**config.mk**
```make
export PLATFORM = sky130hd
export DESIGN_NAME = mtsr_router
export DESIGN_NICKNAME = d
export VERILOG_FILES = /design/src/common/mtsr_pkg.sv /design/src/verilog/mtsr_router.sv /design/src/verilog/mtsr_pulse_gen.sv
export VERILOG_INCLUDE_DIRS = /design/src /design/src/common
export SDC_FILE = /design/constraint.sdc
export NUM_CORES = 1
export LEC_CHECK = 0
export BUFFER_PORTS_ARGS = -buffer_cell sky130_fd_sc_hd__buf_2
export CAP_MARGIN = 20
export CORE_MARGIN = 3
export CORE_UTILIZATION = 58
export CTS_CLUSTER_DIAMETER = 120
export CTS_CLUSTER_SIZE = 12
export DETAILED_ROUTE_END_ITERATION = 10
export PLACE_DENSITY = 0.89
export SKIP_CTS_REPAIR_TIMING = 1
export SYNTH_ARGS = -nofsm -noshare
export SYNTH_HDL_FRONTEND = slang
export SYNTH_SLANG_ARGS = --single-unit
```
**constraint.sdc**
```tcl
create_clock -name i_ref_clk -period 1.9 [get_ports i_ref_clk]
set_input_delay 0 -clock i_ref_clk [delete_from_list [all_inputs] [get_ports i_ref_clk]]
set_output_delay 0 -clock i_ref_clk [all_outputs]
set_load 0.005 [all_outputs]
```
**src/common/mtsr_regs.svh**
```systemverilog
/*
  Constants of the motion trigger signal router: source codes, line and axis
  counts, pulse timing and reset values.
  Assumes a 50 MHz reference clock; included by bare name.
*/
`ifndef MTSR_REGS_SVH
`define MTSR_REGS_SVH

`define MTSR_NUM_LINES 8
`define MTSR_NUM_AXES 8
`define MTSR_CLK_PERIOD_NS 20
`define MTSR_PULSE_MIN_NS 120
`define MTSR_PULSE_MAX_NS 150
// Least time rounds up: 120 ns / 20 ns = 6 cycles, inside the 150 ns ceiling.
`define MTSR_PULSE_CYC ((`MTSR_PULSE_MIN_NS + `MTSR_CLK_PERIOD_NS - 1) / `MTSR_CLK_PERIOD_NS)
// Capture source codes: 0..7 trigger-bus line, 8 star trigger, 9 own axis trigger input.
`define MTSR_CAP_SRC_STAR 4'h8
`define MTSR_CAP_SRC_TRIG 4'h9
// Line source codes: 0..7 breakpoint of axis n, 8 soft trigger port bit on lines 0..7, constant low on the star.
`define MTSR_LINE_SRC_SOFT 4'h8
`define MTSR_RST_LINE_EN 8'h00
`define MTSR_RST_CAP_SRC 4'h9

`endif

```
**src/common/mtsr_pkg.sv**
```systemverilog
/*
  Types of the motion trigger signal router.
  Assumes nothing beyond the constants header.
*/
package mtsr_pkg;
  typedef logic [3:0] mtsr_sel_t;
  typedef enum logic [1:0] {MTSR_IDLE, MTSR_PULSE} mtsr_pulse_e;
endpackage : mtsr_pkg

```
**src/verilog/mtsr_router.sv**
```systemverilog
/*
  Trigger routing matrix: trigger-bus lines, star trigger, axis trigger
  inputs, breakpoints and soft trigger port to capture inputs and lines.
  Assumes pins are asynchronous; selections come from logic on i_ref_clk.
*/
`timescale 1ns/100ps
`default_nettype none
`include "mtsr_regs.svh"

module mtsr_router (
  input wire logic i_ref_clk, // Reference clock, 50 MHz.
  input wire logic i_rst, // Synchronous reset, active high.
  input wire logic [7:0] i_trigger_bus_line, // Bus line pin levels.
  output logic [7:0] o_trigger_bus_line, // Bus line drive values.
  output logic [7:0] o_trigger_bus_line_oe_n, // Low while driving.
  input wire logic i_star_trig, // Star trigger pin level.
  output logic o_star_trig, // Star trigger drive value.
  output logic o_star_trig_oe_n, // Low while driving.
  input wire logic [7:0] i_axis_trig, // Axis trigger input pins.
  input wire logic [7:0] i_bp_event, // One-cycle breakpoint events.
  input wire logic i_cfg_we, // Routing write strobe.
  input wire logic i_cfg_is_cap, // 1 capture destination, 0 line.
  input wire logic [3:0] i_cfg_dest, // Destination index, 8 star on lines.
  input wire logic [3:0] i_cfg_src, // Source code.
  input wire logic [7:0] i_cap_pol, // Capture active edge, 1 rising.
  input wire logic i_must_on_must_off_write_we, // Must-on/must-off write strobe.
  input wire logic [7:0] i_must_on, // Bits to set.
  input wire logic [7:0] i_must_off, // Bits to clear; must-on wins.
  input wire logic [7:0] i_port_pol, // Latch active level, 1 high.
  input wire logic i_port_rd, // Port read strobe; restarts latch from current activity.
  output logic [7:0] o_port_rd_data, // Latched activity at read.
  output logic [7:0] o_line_state, // Current line levels.
  output logic [7:0] o_cap_strobe // Capture events on active edge.
);
  logic [2:0][7:0] bus_sync_q;
  logic [2:0][7:0] axis_sync_q;
  logic [2:0] star_sync_q;
  logic [7:0] bus_lvl_q;
  logic [7:0] bus_lvl_d;
  logic [7:0] axis_lvl_q;
  logic [7:0] axis_lvl_d;
  logic star_lvl_q;
  logic star_lvl_d;
  logic [7:0] line_en_q;
  logic [7:0] line_en_d;
  logic star_en_q;
  logic star_en_d;
  mtsr_pkg::mtsr_sel_t line_src_q [8];
  mtsr_pkg::mtsr_sel_t line_src_d [8];
  mtsr_pkg::mtsr_sel_t star_src_q;
  mtsr_pkg::mtsr_sel_t star_src_d;
  mtsr_pkg::mtsr_sel_t cap_src_q [8];
  mtsr_pkg::mtsr_sel_t cap_src_d [8];
  logic [7:0] soft_q;
  logic [7:0] soft_d;
  logic [7:0] latch_q;
  logic [7:0] latch_d;
  logic [7:0] rd_q;
  logic [7:0] rd_d;
  logic [7:0] cap_in_q;
  logic [7:0] cap_in_d;
  logic [7:0] cap_stb_d;
  logic [7:0] cap_stb_q;
  logic [7:0] out_d;
  logic [7:0] out_q;
  logic star_out_d;
  logic star_out_q;
  logic [7:0] bp_pulse;
  logic [7:0] active;

  // Three-stage synchronisers; a change counts once stages two and three agree.
  always_comb
  begin
    bus_lvl_d = bus_lvl_q;
    axis_lvl_d = axis_lvl_q;
    star_lvl_d = star_lvl_q;
    for (int i = 0; i < 8; i++)
    begin
      if (bus_sync_q[1][i] == bus_sync_q[2][i])
        bus_lvl_d[i] = bus_sync_q[2][i];
      if (axis_sync_q[1][i] == axis_sync_q[2][i])
        axis_lvl_d[i] = axis_sync_q[2][i];
    end
    if (star_sync_q[1] == star_sync_q[2])
      star_lvl_d = star_sync_q[2];
  end

  always_ff @(posedge i_ref_clk)
  begin
    if (i_rst)
    begin
      bus_sync_q <= '0;
      axis_sync_q <= '0;
      star_sync_q <= 3'h0;
      bus_lvl_q <= 8'h00;
      axis_lvl_q <= 8'h00;
      star_lvl_q <= 1'b0;
    end
    else
    begin
      bus_sync_q <= {bus_sync_q[1:0], i_trigger_bus_line};
      axis_sync_q <= {axis_sync_q[1:0], i_axis_trig};
      star_sync_q <= {star_sync_q[1:0], i_star_trig};
      bus_lvl_q <= bus_lvl_d;
      axis_lvl_q <= axis_lvl_d;
      star_lvl_q <= star_lvl_d;
    end
  end

  // Breakpoint pulses are generated here, independent of the connector pin action.
  genvar g;
  generate
    for (g = 0; g < 8; g++)
    begin : g_bp
      mtsr_pulse_gen u_pulse (
        .i_ref_clk(i_ref_clk),
        .i_rst(i_rst),
        .i_event(i_bp_event[g]),
        .o_pulse(bp_pulse[g])
      );
    end
  endgenerate

  // Routing selection. A line chosen as capture source is released from driving.
  always_comb
  begin
    line_en_d = line_en_q;
    star_en_d = star_en_q;
    line_src_d = line_src_q;
    star_src_d = star_src_q;
    cap_src_d = cap_src_q;
    if (i_cfg_we)
    begin
      if (i_cfg_is_cap)
      begin
        if (i_cfg_dest < 4'h8 && i_cfg_src <= `MTSR_CAP_SRC_TRIG)
        begin
          cap_src_d[i_cfg_dest[2:0]] = i_cfg_src;
          if (i_cfg_src < 4'h8)
            line_en_d[i_cfg_src[2:0]] = 1'b0;
        end
      end
      else if (i_cfg_src <= `MTSR_LINE_SRC_SOFT)
      begin
        if (i_cfg_dest < 4'h8)
        begin
          line_src_d[i_cfg_dest[2:0]] = i_cfg_src;
          line_en_d[i_cfg_dest[2:0]] = 1'b1;
        end
        else if (i_cfg_dest == 4'h8)
        begin
          star_src_d = i_cfg_src;
          star_en_d = 1'b1;
        end
      end
    end
  end

  always_ff @(posedge i_ref_clk)
  begin
    if (i_rst)
    begin
      line_en_q <= `MTSR_RST_LINE_EN;
      star_en_q <= 1'b0;
      star_src_q <= `MTSR_LINE_SRC_SOFT;
      for (int i = 0; i < 8; i++)
      begin
        line_src_q[i] <= `MTSR_LINE_SRC_SOFT;
        cap_src_q[i] <= `MTSR_RST_CAP_SRC;
      end
    end
    else
    begin
      line_en_q <= line_en_d;
      star_en_q <= star_en_d;
      line_src_q <= line_src_d;
      star_src_q <= star_src_d;
      cap_src_q <= cap_src_d;
    end
  end

  // Soft port, line drive, latch and capture.
  always_comb
  begin
    soft_d = soft_q;
    if (i_must_on_must_off_write_we)
      soft_d = (soft_q & ~i_must_off) | i_must_on;
    for (int i = 0; i < 8; i++)
    begin
      out_d[i] = (line_src_q[i] == `MTSR_LINE_SRC_SOFT) ? soft_q[i]
                 : bp_pulse[line_src_q[i][2:0]];
      case (cap_src_q[i])
        `MTSR_CAP_SRC_STAR: cap_in_d[i] = star_lvl_q;
        `MTSR_CAP_SRC_TRIG: cap_in_d[i] = axis_lvl_q[i];
        default: cap_in_d[i] = bus_lvl_q[cap_src_q[i][2:0]];
      endcase
    end
    star_out_d = (star_src_q == `MTSR_LINE_SRC_SOFT) ? 1'b0 : bp_pulse[star_src_q[2:0]];
    cap_stb_d = i_cap_pol & cap_in_d & ~cap_in_q | ~i_cap_pol & ~cap_in_d & cap_in_q;
    active = ~(bus_lvl_q ^ i_port_pol);
    rd_d = rd_q;
    latch_d = latch_q | active;
    if (i_port_rd)
    begin
      rd_d = latch_q | active;
      latch_d = active;
    end
  end

  always_ff @(posedge i_ref_clk)
  begin
    if (i_rst)
    begin
      soft_q <= 8'h00;
      out_q <= 8'h00;
      star_out_q <= 1'b0;
      cap_in_q <= 8'h00;
      cap_stb_q <= 8'h00;
      latch_q <= 8'h00;
      rd_q <= 8'h00;
    end
    else
    begin
      soft_q <= soft_d;
      out_q <= out_d;
      star_out_q <= star_out_d;
      cap_in_q <= cap_in_d;
      cap_stb_q <= cap_stb_d;
      latch_q <= latch_d;
      rd_q <= rd_d;
    end
  end

  assign o_trigger_bus_line = out_q;
  assign o_trigger_bus_line_oe_n = ~line_en_q;
  assign o_star_trig = star_out_q;
  assign o_star_trig_oe_n = ~star_en_q;
  assign o_cap_strobe = cap_stb_q;
  assign o_port_rd_data = rd_q;
  assign o_line_state = bus_lvl_q;
endmodule : mtsr_router

`default_nettype wire

```
**src/verilog/mtsr_pulse_gen.sv**
```systemverilog
/*
  Stretches a one-cycle breakpoint event into a fixed high pulse.
  Assumes the event is a single-cycle strobe on the reference clock.
*/
`timescale 1ns/100ps
`default_nettype none
`include "mtsr_regs.svh"

module mtsr_pulse_gen (
  input wire logic i_ref_clk, // Reference clock.
  input wire logic i_rst, // Synchronous reset, active high.
  input wire logic i_event, // One-cycle breakpoint event.
  output logic o_pulse // Stretched pulse.
);
  mtsr_pkg::mtsr_pulse_e state_q;
  mtsr_pkg::mtsr_pulse_e state_d;
  logic [3:0] cnt_q;
  logic [3:0] cnt_d;

  // An event during a pulse is merged, so each pulse keeps its full width.
  always_comb
  begin
    state_d = state_q;
    cnt_d = cnt_q;
    case (state_q)
      mtsr_pkg::MTSR_IDLE:
      begin
        if (i_event)
        begin
          state_d = mtsr_pkg::MTSR_PULSE;
          cnt_d = 4'(`MTSR_PULSE_CYC - 1);
        end
      end
      mtsr_pkg::MTSR_PULSE:
      begin
        if (cnt_q == 4'h0)
          state_d = mtsr_pkg::MTSR_IDLE;
        else
          cnt_d = cnt_q - 4'h1;
      end
      default: state_d = mtsr_pkg::MTSR_IDLE;
    endcase
  end

  always_ff @(posedge i_ref_clk)
  begin
    if (i_rst)
    begin
      state_q <= mtsr_pkg::MTSR_IDLE;
      cnt_q <= 4'h0;
    end
    else
    begin
      state_q <= state_d;
      cnt_q <= cnt_d;
    end
  end

  assign o_pulse = (state_q == mtsr_pkg::MTSR_PULSE);
endmodule : mtsr_pulse_gen

`default_nettype wire

```
==> Word level (Yosys, flattened, before mapping) <==
Cells that the tools add are included.
{ "word_totals": {"regBits": 242, "input_bits": 71, "out_inout_bits": 42, "elab_cells": 363} }
{ "op_classes": {"add_sub_neg": 8, "order_cmp": 27, "n_eq_ne": 77, "n_mux": 112, "bitwise_logic": 22, "reduce_logical": 51} }
{ "op_table": {"columns": ["op", "n"], "rows": [
  ["4-bit equality test (second input constant)", 26],
  ["3-bit by 4-bit < comparator with 1-bit output (second input constant)", 19],
  ["4-bit 2-to-1 mux", 17],
  ["32-bit bitwise mux", 2],
  ["4-bit one-hot mux with 2 select lines", 8],
  ["8-bit NOT", 7],
  ["1-bit binary-select mux with 3-bit select", 17],
  ["8-bit AND", 6],
  ["8-bit 2-to-1 mux", 6],
  ["2-bit inequality test (second input constant)", 24],
  ["4-bit zero test", 8],
  ["2-bit 2-to-1 mux", 16],
  ["8-bit bitwise OR", 4],
  ["2-bit one-hot mux with 2 select lines", 8],
  ["4-bit by 1-bit subtractor with 4-bit output (second input constant)", 8],
  ["1-bit 2-to-1 mux", 27],
  ["3-bit AND reduction", 9],
  ["2-bit nonzero test", 10],
  ["1-bit equality test", 17],
  ["2-bit by 1-bit equality test with 1-bit output (second input constant)", 8],
  ["2-bit zero test", 8],
  ["1-bit one-hot mux with 2 select lines", 8],
  ["2-bit AND reduction", 8],
  ["4-bit demux with 3-bit select", 1],
  ["other kinds (14)", 25]
]} }

==> Logic depth before layout (Yosys ltp) <==
{ "logic_depth": {"ltp_word": 9, "depth_mapped": 6, "ltp_nobuf": 6} }

==> Hierarchy <==
From an unflattened synthesis, not the netlist that was laid out.
{ "hier_totals": {"cells_unflattened": 1020, "hier_area_um2": 10251.1} }
{ "by_module_without_submodules": {"columns": ["mod", "n_inst", "cells_per_inst", "area_each_um2", "seq_area_each_um2"], "rows": [
  ["mtsr_router", 1, 780, 8089.0, 3883.7],
  ["mtsr_pulse_gen", 8, 30, 270.3, 100.1]
]} }

==> Least setup slack after synthesis <==
No wires, ideal clock.
{ "synth_timing": {"path_kind": "reg-to-reg", "startpoint": "register bus_lvl_q[7] (netlist: o_line_state[7])", "endpoint": "register cap_stb_q[1] (netlist: o_cap_strobe[1])", "setup_time_ns": 0.123, "arrival_ns": 1.410, "required_time_ns": 1.777, "setup_slack_ns": 0.367, "path_stages_with_launch": 6, "n_path_buf": 1, "period_less_slack_ns": 1.533, "path_cell_list": "dfxtp_1 -> clkbuf_1 -> mux4_2 -> nor2b_1 -> a31oi_1 -> mux2_1"} }
{ "synth_between": {"elab_chain_cells": 7, "elab_cells_between_ends": 9, "cone_classes": "3 x mux; 6 x bitwise"} }
{ "synth_lines": {"columns": ["item", "line", "rtl"], "rows": [
  ["from (decl)", "mtsr_router.sv:38", "logic [7:0] bus_lvl_q;"],
  ["from (signal assigned)", "mtsr_router.sv:104", "bus_lvl_q <= bus_lvl_d;"],
  ["1-bit binary-select mux with 3-bit select (*)", "mtsr_router.sv:195", "default: cap_in_d[i] = bus_lvl_q[cap_src_q[i][2:0]];"],
  ["1-bit 2-to-1 mux (implied by the code) (*)", "mtsr_router.sv:195", null],
  ["1-bit one-hot mux with 2 select lines (*)", "mtsr_router.sv:192", "case (cap_src_q[i])"],
  ["8-bit NOT", "mtsr_router.sv:199", "cap_stb_d = i_cap_pol & cap_in_d & ~cap_in_q | ~i_cap_pol & ~cap_in_d & cap_in_q;"],
  ["8-bit AND (2 in a row)", "mtsr_router.sv:199", null],
  ["8-bit bitwise OR (*)", "mtsr_router.sv:199", null],
  ["to (signal assigned)", "mtsr_router.sv:228", "cap_stb_q <= cap_stb_d;"],
  ["to (decl)", "mtsr_router.sv:63", "logic [7:0] cap_stb_q;"]
]} }
Mark *: on every way between the ends. The rest lies on a longest branch, timed or not. The select of a mux whose other input is x is not followed.
A chain may end at the register's enable or synchronous reset.

==> Final worst setup path <==
{ "layout_timing": {"startpoint": "register g_bp[0].u_pulse.state_q[0]", "endpoint": "register out_q[7] (netlist: o_trigger_bus_line[7])"} }
{ "layout_between": {"elab_chain_cells": 4} }
{ "layout_lines": {"columns": ["item", "line", "rtl"], "rows": [
  ["from (decl)", "mtsr_pulse_gen.sv:15", "mtsr_pkg::mtsr_pulse_e state_q;"],
  ["from (signal assigned)", "mtsr_pulse_gen.sv:49", "state_q <= mtsr_pkg::MTSR_IDLE;"],
  ["from (signal assigned)", "mtsr_pulse_gen.sv:54", "state_q <= state_d;"],
  ["2-bit by 1-bit equality test with 1-bit output", "mtsr_pulse_gen.sv:59", "assign o_pulse = (state_q == mtsr_pkg::MTSR_PULSE);"],
  ["1-bit binary-select mux with 3-bit select", "mtsr_router.sv:191", ": bp_pulse[line_src_q[i][2:0]];"],
  ["1-bit 2-to-1 mux (implied by the code)", "mtsr_router.sv:191", null],
  ["1-bit 2-to-1 mux", "mtsr_router.sv:190", "out_d[i] = (line_src_q[i] == `MTSR_LINE_SRC_SOFT) ? soft_q[i]"],
  ["to (signal assigned)", "mtsr_router.sv:225", "out_q <= out_d;"],
  ["to (decl)", "mtsr_router.sv:65", "logic [7:0] out_q;"]
]} }
Every way passes these cells. The select of a mux whose other input is x is not followed.

==> qor.yml <==
synthesis:
  yosys_warnings: 0
  synth_nets: 1103
  post-synth-top-area-cell: "sky130_fd_sc_hd__dfxtp_1"
  synth_area_sq_um: 9923
  ys.flop_type: "sky130_fd_sc_hd__dfxtp_1"
  yosysTopAreaCellShare: 0.4721
  synthesis.area_per_instance_sq_um: 9.691
  synth_edf_count: 0
  proportion_of_synthesized_chip_area_in_sequential_cells: 0.4721
  synth_top_cells_by_area: "sky130_fd_sc_hd__dfxtp_1 (47%), sky130_fd_sc_hd__mux2i_1 (7.8%), sky130_fd_sc_hd__mux4_2 (5.7%), sky130_fd_sc_hd__nor2b_1 (4.2%), sky130_fd_sc_hd__mux2_2 (3.7%)"
  syn_inst: 1024
  ys_seq_elements: 234
  synth.lib_cells_used.distinct: 54
  synthArstFlopShare: 0
global_route:
  groute.usage.overall: 0.2383
  vias_in_the_first_global_route: 7440
  number_of_antenna_violations_at_the_first_check_in_global_routing: 3
  first_pass_grt_wire_length_um: 36110
  grt_max_degree: 77
  overflow_left_after_global_routing: 0
die:
  start_util: 0.5963
  design.die.area_sq_um: 18710
  placeableCoreArea_sq_um: 16640
  ioPinCount: 113
  die_width_um: 136.8
  die_y_um: 136.8
  core.rowCount: 47
layout:
  synthToLayoutAreaGrowth_pct: 20.69
  nNetsFinal: 1265
  layout.core_utilization: 0.7196
  layout_common_cells: "sky130_fd_sc_hd__dfxtp_1 (234), sky130_fd_sc_hd__buf_2 (111), sky130_fd_sc_hd__nor2_1 (95)"
  layout.filler_cells: 1115
  layout.cells.most_common: "sky130_fd_sc_hd__dfxtp_1"
  drive_above_1_share: 0.1939
  finalNonFillerCells: 1409
timing:
  final_period_minus_worst_setup_slack_ps: 1777
  timing_worst_slew_pin_value_ps: 645.9
  timing_hold_violations_final: 0
  fmax_mhz: 562.8
  setup_repair_after_global_routing_missed_its_margin: "false"
  final_max_slew_viol_count: 0
  finalCritPeriodShare: 0.9352
  finalSetupViolCount: 0
  fin_setup_tns_ps: 0
  timing.hold.ws_ps: 44.09
  clock_skew_ps: 11.68
  slew-limit-headroom: 0.5657
  finalWorstSetupSlack_ps: 123.2
detailed_routing:
  routed_wirelength_um: 24850
  detail-route-antenna-nets: 0
  via_per_inst: 5.800
  wl_per_cell_um: 17.64
  count_of_vias_placed_by_the_detailed_router: 8172
  drt_first_pass_iters: 6
  drc: 0
  drt_iter0_drc: 776
critical_path:
  critPathMaxFanout: 15
  cp_data_arrival_time_ps: 2140
  crit_path_end_kind: "flop"
  critical-path-max-stage-delay_ps: 500
  critPathSlowestCell: "sky130_fd_sc_hd__mux4_2"
  worstPathCellList: "mux2_2, mux4_2, mux2i_1, nor2_1"
  required_ps: 2270
  crit_type: "reg -> reg"
  critPathLaunchType: "flop"
pwr:
  total_leakage_power_nw: 5.110
  vdd.ir_drop.worst_v: 0.0005658
  power_per_cell_area_nw_per_um2: 846.0
placed_design:
  gp_congestion: 0.8144
  io_buffer_count: 112
  post-place-cells: 1312
  dp_slack_ps: 210.1
  detailed_place_hpwl_um: 15160
clock_tree:
  tritoncts: "done"
  clock-sinks: 234
  cts_max_level: 1
  worst_skew_pair.late_latency_ps: 510
  root_buffer: "sky130_fd_sc_hd__clkbuf_16"
  clkSlewWorstSetupHoldPaths_ps: 60
  max_root_sink_buffers: 3
  tritoncts.num_buffers: 23
job:
  timing.max_cap.violations: 0
run_status:
  status: "complete, no violations"
min_path:
  hold_path_class: "in -> reg"
critical path: cells and delay by family, from the launching register on:
kind          cells  cell delay (ps)
simple gates      1               70
mux               3             1090
flops             1              490
synthesized netlist by cell type (4+ instances only):
cell,n
sky130_fd_sc_hd__a21o_1,8
sky130_fd_sc_hd__a21oi_1,69
sky130_fd_sc_hd__a22oi_1,8
sky130_fd_sc_hd__a311oi_1,8
sky130_fd_sc_hd__a31oi_1,23
sky130_fd_sc_hd__and2_1,9
sky130_fd_sc_hd__and3_1,4
sky130_fd_sc_hd__buf_1,5
sky130_fd_sc_hd__buf_2,10
sky130_fd_sc_hd__clkbuf_1,44
sky130_fd_sc_hd__dfxtp_1,234
sky130_fd_sc_hd__ha_1,8
sky130_fd_sc_hd__inv_1,52
sky130_fd_sc_hd__mux2_1,4
sky130_fd_sc_hd__mux2_2,33
sky130_fd_sc_hd__mux2i_1,77
sky130_fd_sc_hd__mux4_2,25
sky130_fd_sc_hd__nand2_1,82
sky130_fd_sc_hd__nand2b_1,18
sky130_fd_sc_hd__nand3_1,10
sky130_fd_sc_hd__nand4_1,7
sky130_fd_sc_hd__nand4_2,6
sky130_fd_sc_hd__nand4b_1,7
sky130_fd_sc_hd__nor2_1,95
sky130_fd_sc_hd__nor2b_1,67
sky130_fd_sc_hd__nor3_1,16
sky130_fd_sc_hd__nor3b_1,15
sky130_fd_sc_hd__o21ai_0,23
sky130_fd_sc_hd__o31ai_1,7
sky130_fd_sc_hd__or3_1,9
sky130_fd_sc_hd__xor2_1,8
cells by family (layout without fill, tap and decap cells):
group | after synthesis | in the layout | share of synthesized area
multiplexers | 139 | 139 | 0.1764
AO/OA/AOI/OAI | 159 | 159 | 0.09734
adder cells (fa/ha/maj) | 8 | 8 | 0.01009
other | 0 | 3 | 0
AND/OR/NAND/NOR | 360 | 360 | 0.1903
buffers and inverters | 115 | 277 | 0.04590
XOR/XNOR | 9 | 9 | 0.007944
flip-flops | 234 | 234 | 0.4721
per-stage QoR:
step	power, mW	area, sq um
after floorplan	5.877	9923
after global placement	6.141	10690
after detailed placement	6.185	10690
after CTS	10.02	11280
after global routing	10.49	11980
final	10.13	11980
area by class of cell:
type,count,area [sq um],area share
Antenna cell,3,7.507,0.0006268
Clock buffer,23,575.6,0.04806
Clock inverter,2,17.52,0.001463
Inverter,52,195.2,0.01630
Multi-Input combinational cell,675,4783,0.3994
Sequential cell,234,4684,0.3911
Tap cell,220,275.3,0.02298
Timing Repair Buffer,200,1438,0.1200
registers in the layout (all words and copies together) (netlist names), 24 cells and up:
name / count
axis_sync_q: 24
bus_sync_q: 24
g_bp.u_pulse.cnt_q: 32
cap_src_q: 32
line_src_q: 32
worst paths after layout:
kind	startpoint	endpoint	slack, ps	cells after the start
setup / recovery	g_bp[0].u_pulse.state_q[0]$_SDFFE_PP0P_	o_trigger_bus_line[7]$_SDFF_PP0_	120	4
hold / removal	i_cfg_dest[2]	line_en_q[1]$_SDFFE_PP0P_	40	4
hold reg to reg	bus_sync_q[3]$_SDFF_PP0_	bus_sync_q[11]$_SDFF_PP0_	430	1
setup reg to reg	g_bp[0].u_pulse.state_q[0]$_SDFFE_PP0P_	o_trigger_bus_line[7]$_SDFF_PP0_	120	4
per-layer routing:
metal	part of all wire	vias up	track usage
met5	0	-	0
met4	0.040	0	0.1025
met3	0.073	84	0.03750
met2	0.48	370	0.3957
met1	0.40	3862	0.3097
li1	-	3856	-
power by group:
part	internal, mW	switching (mW)
Sequential	5.08	0.151
Clock	2.14	1.75
Combinational	0.494	0.510
Note: power is estimated with default switching activity, not from simulation.
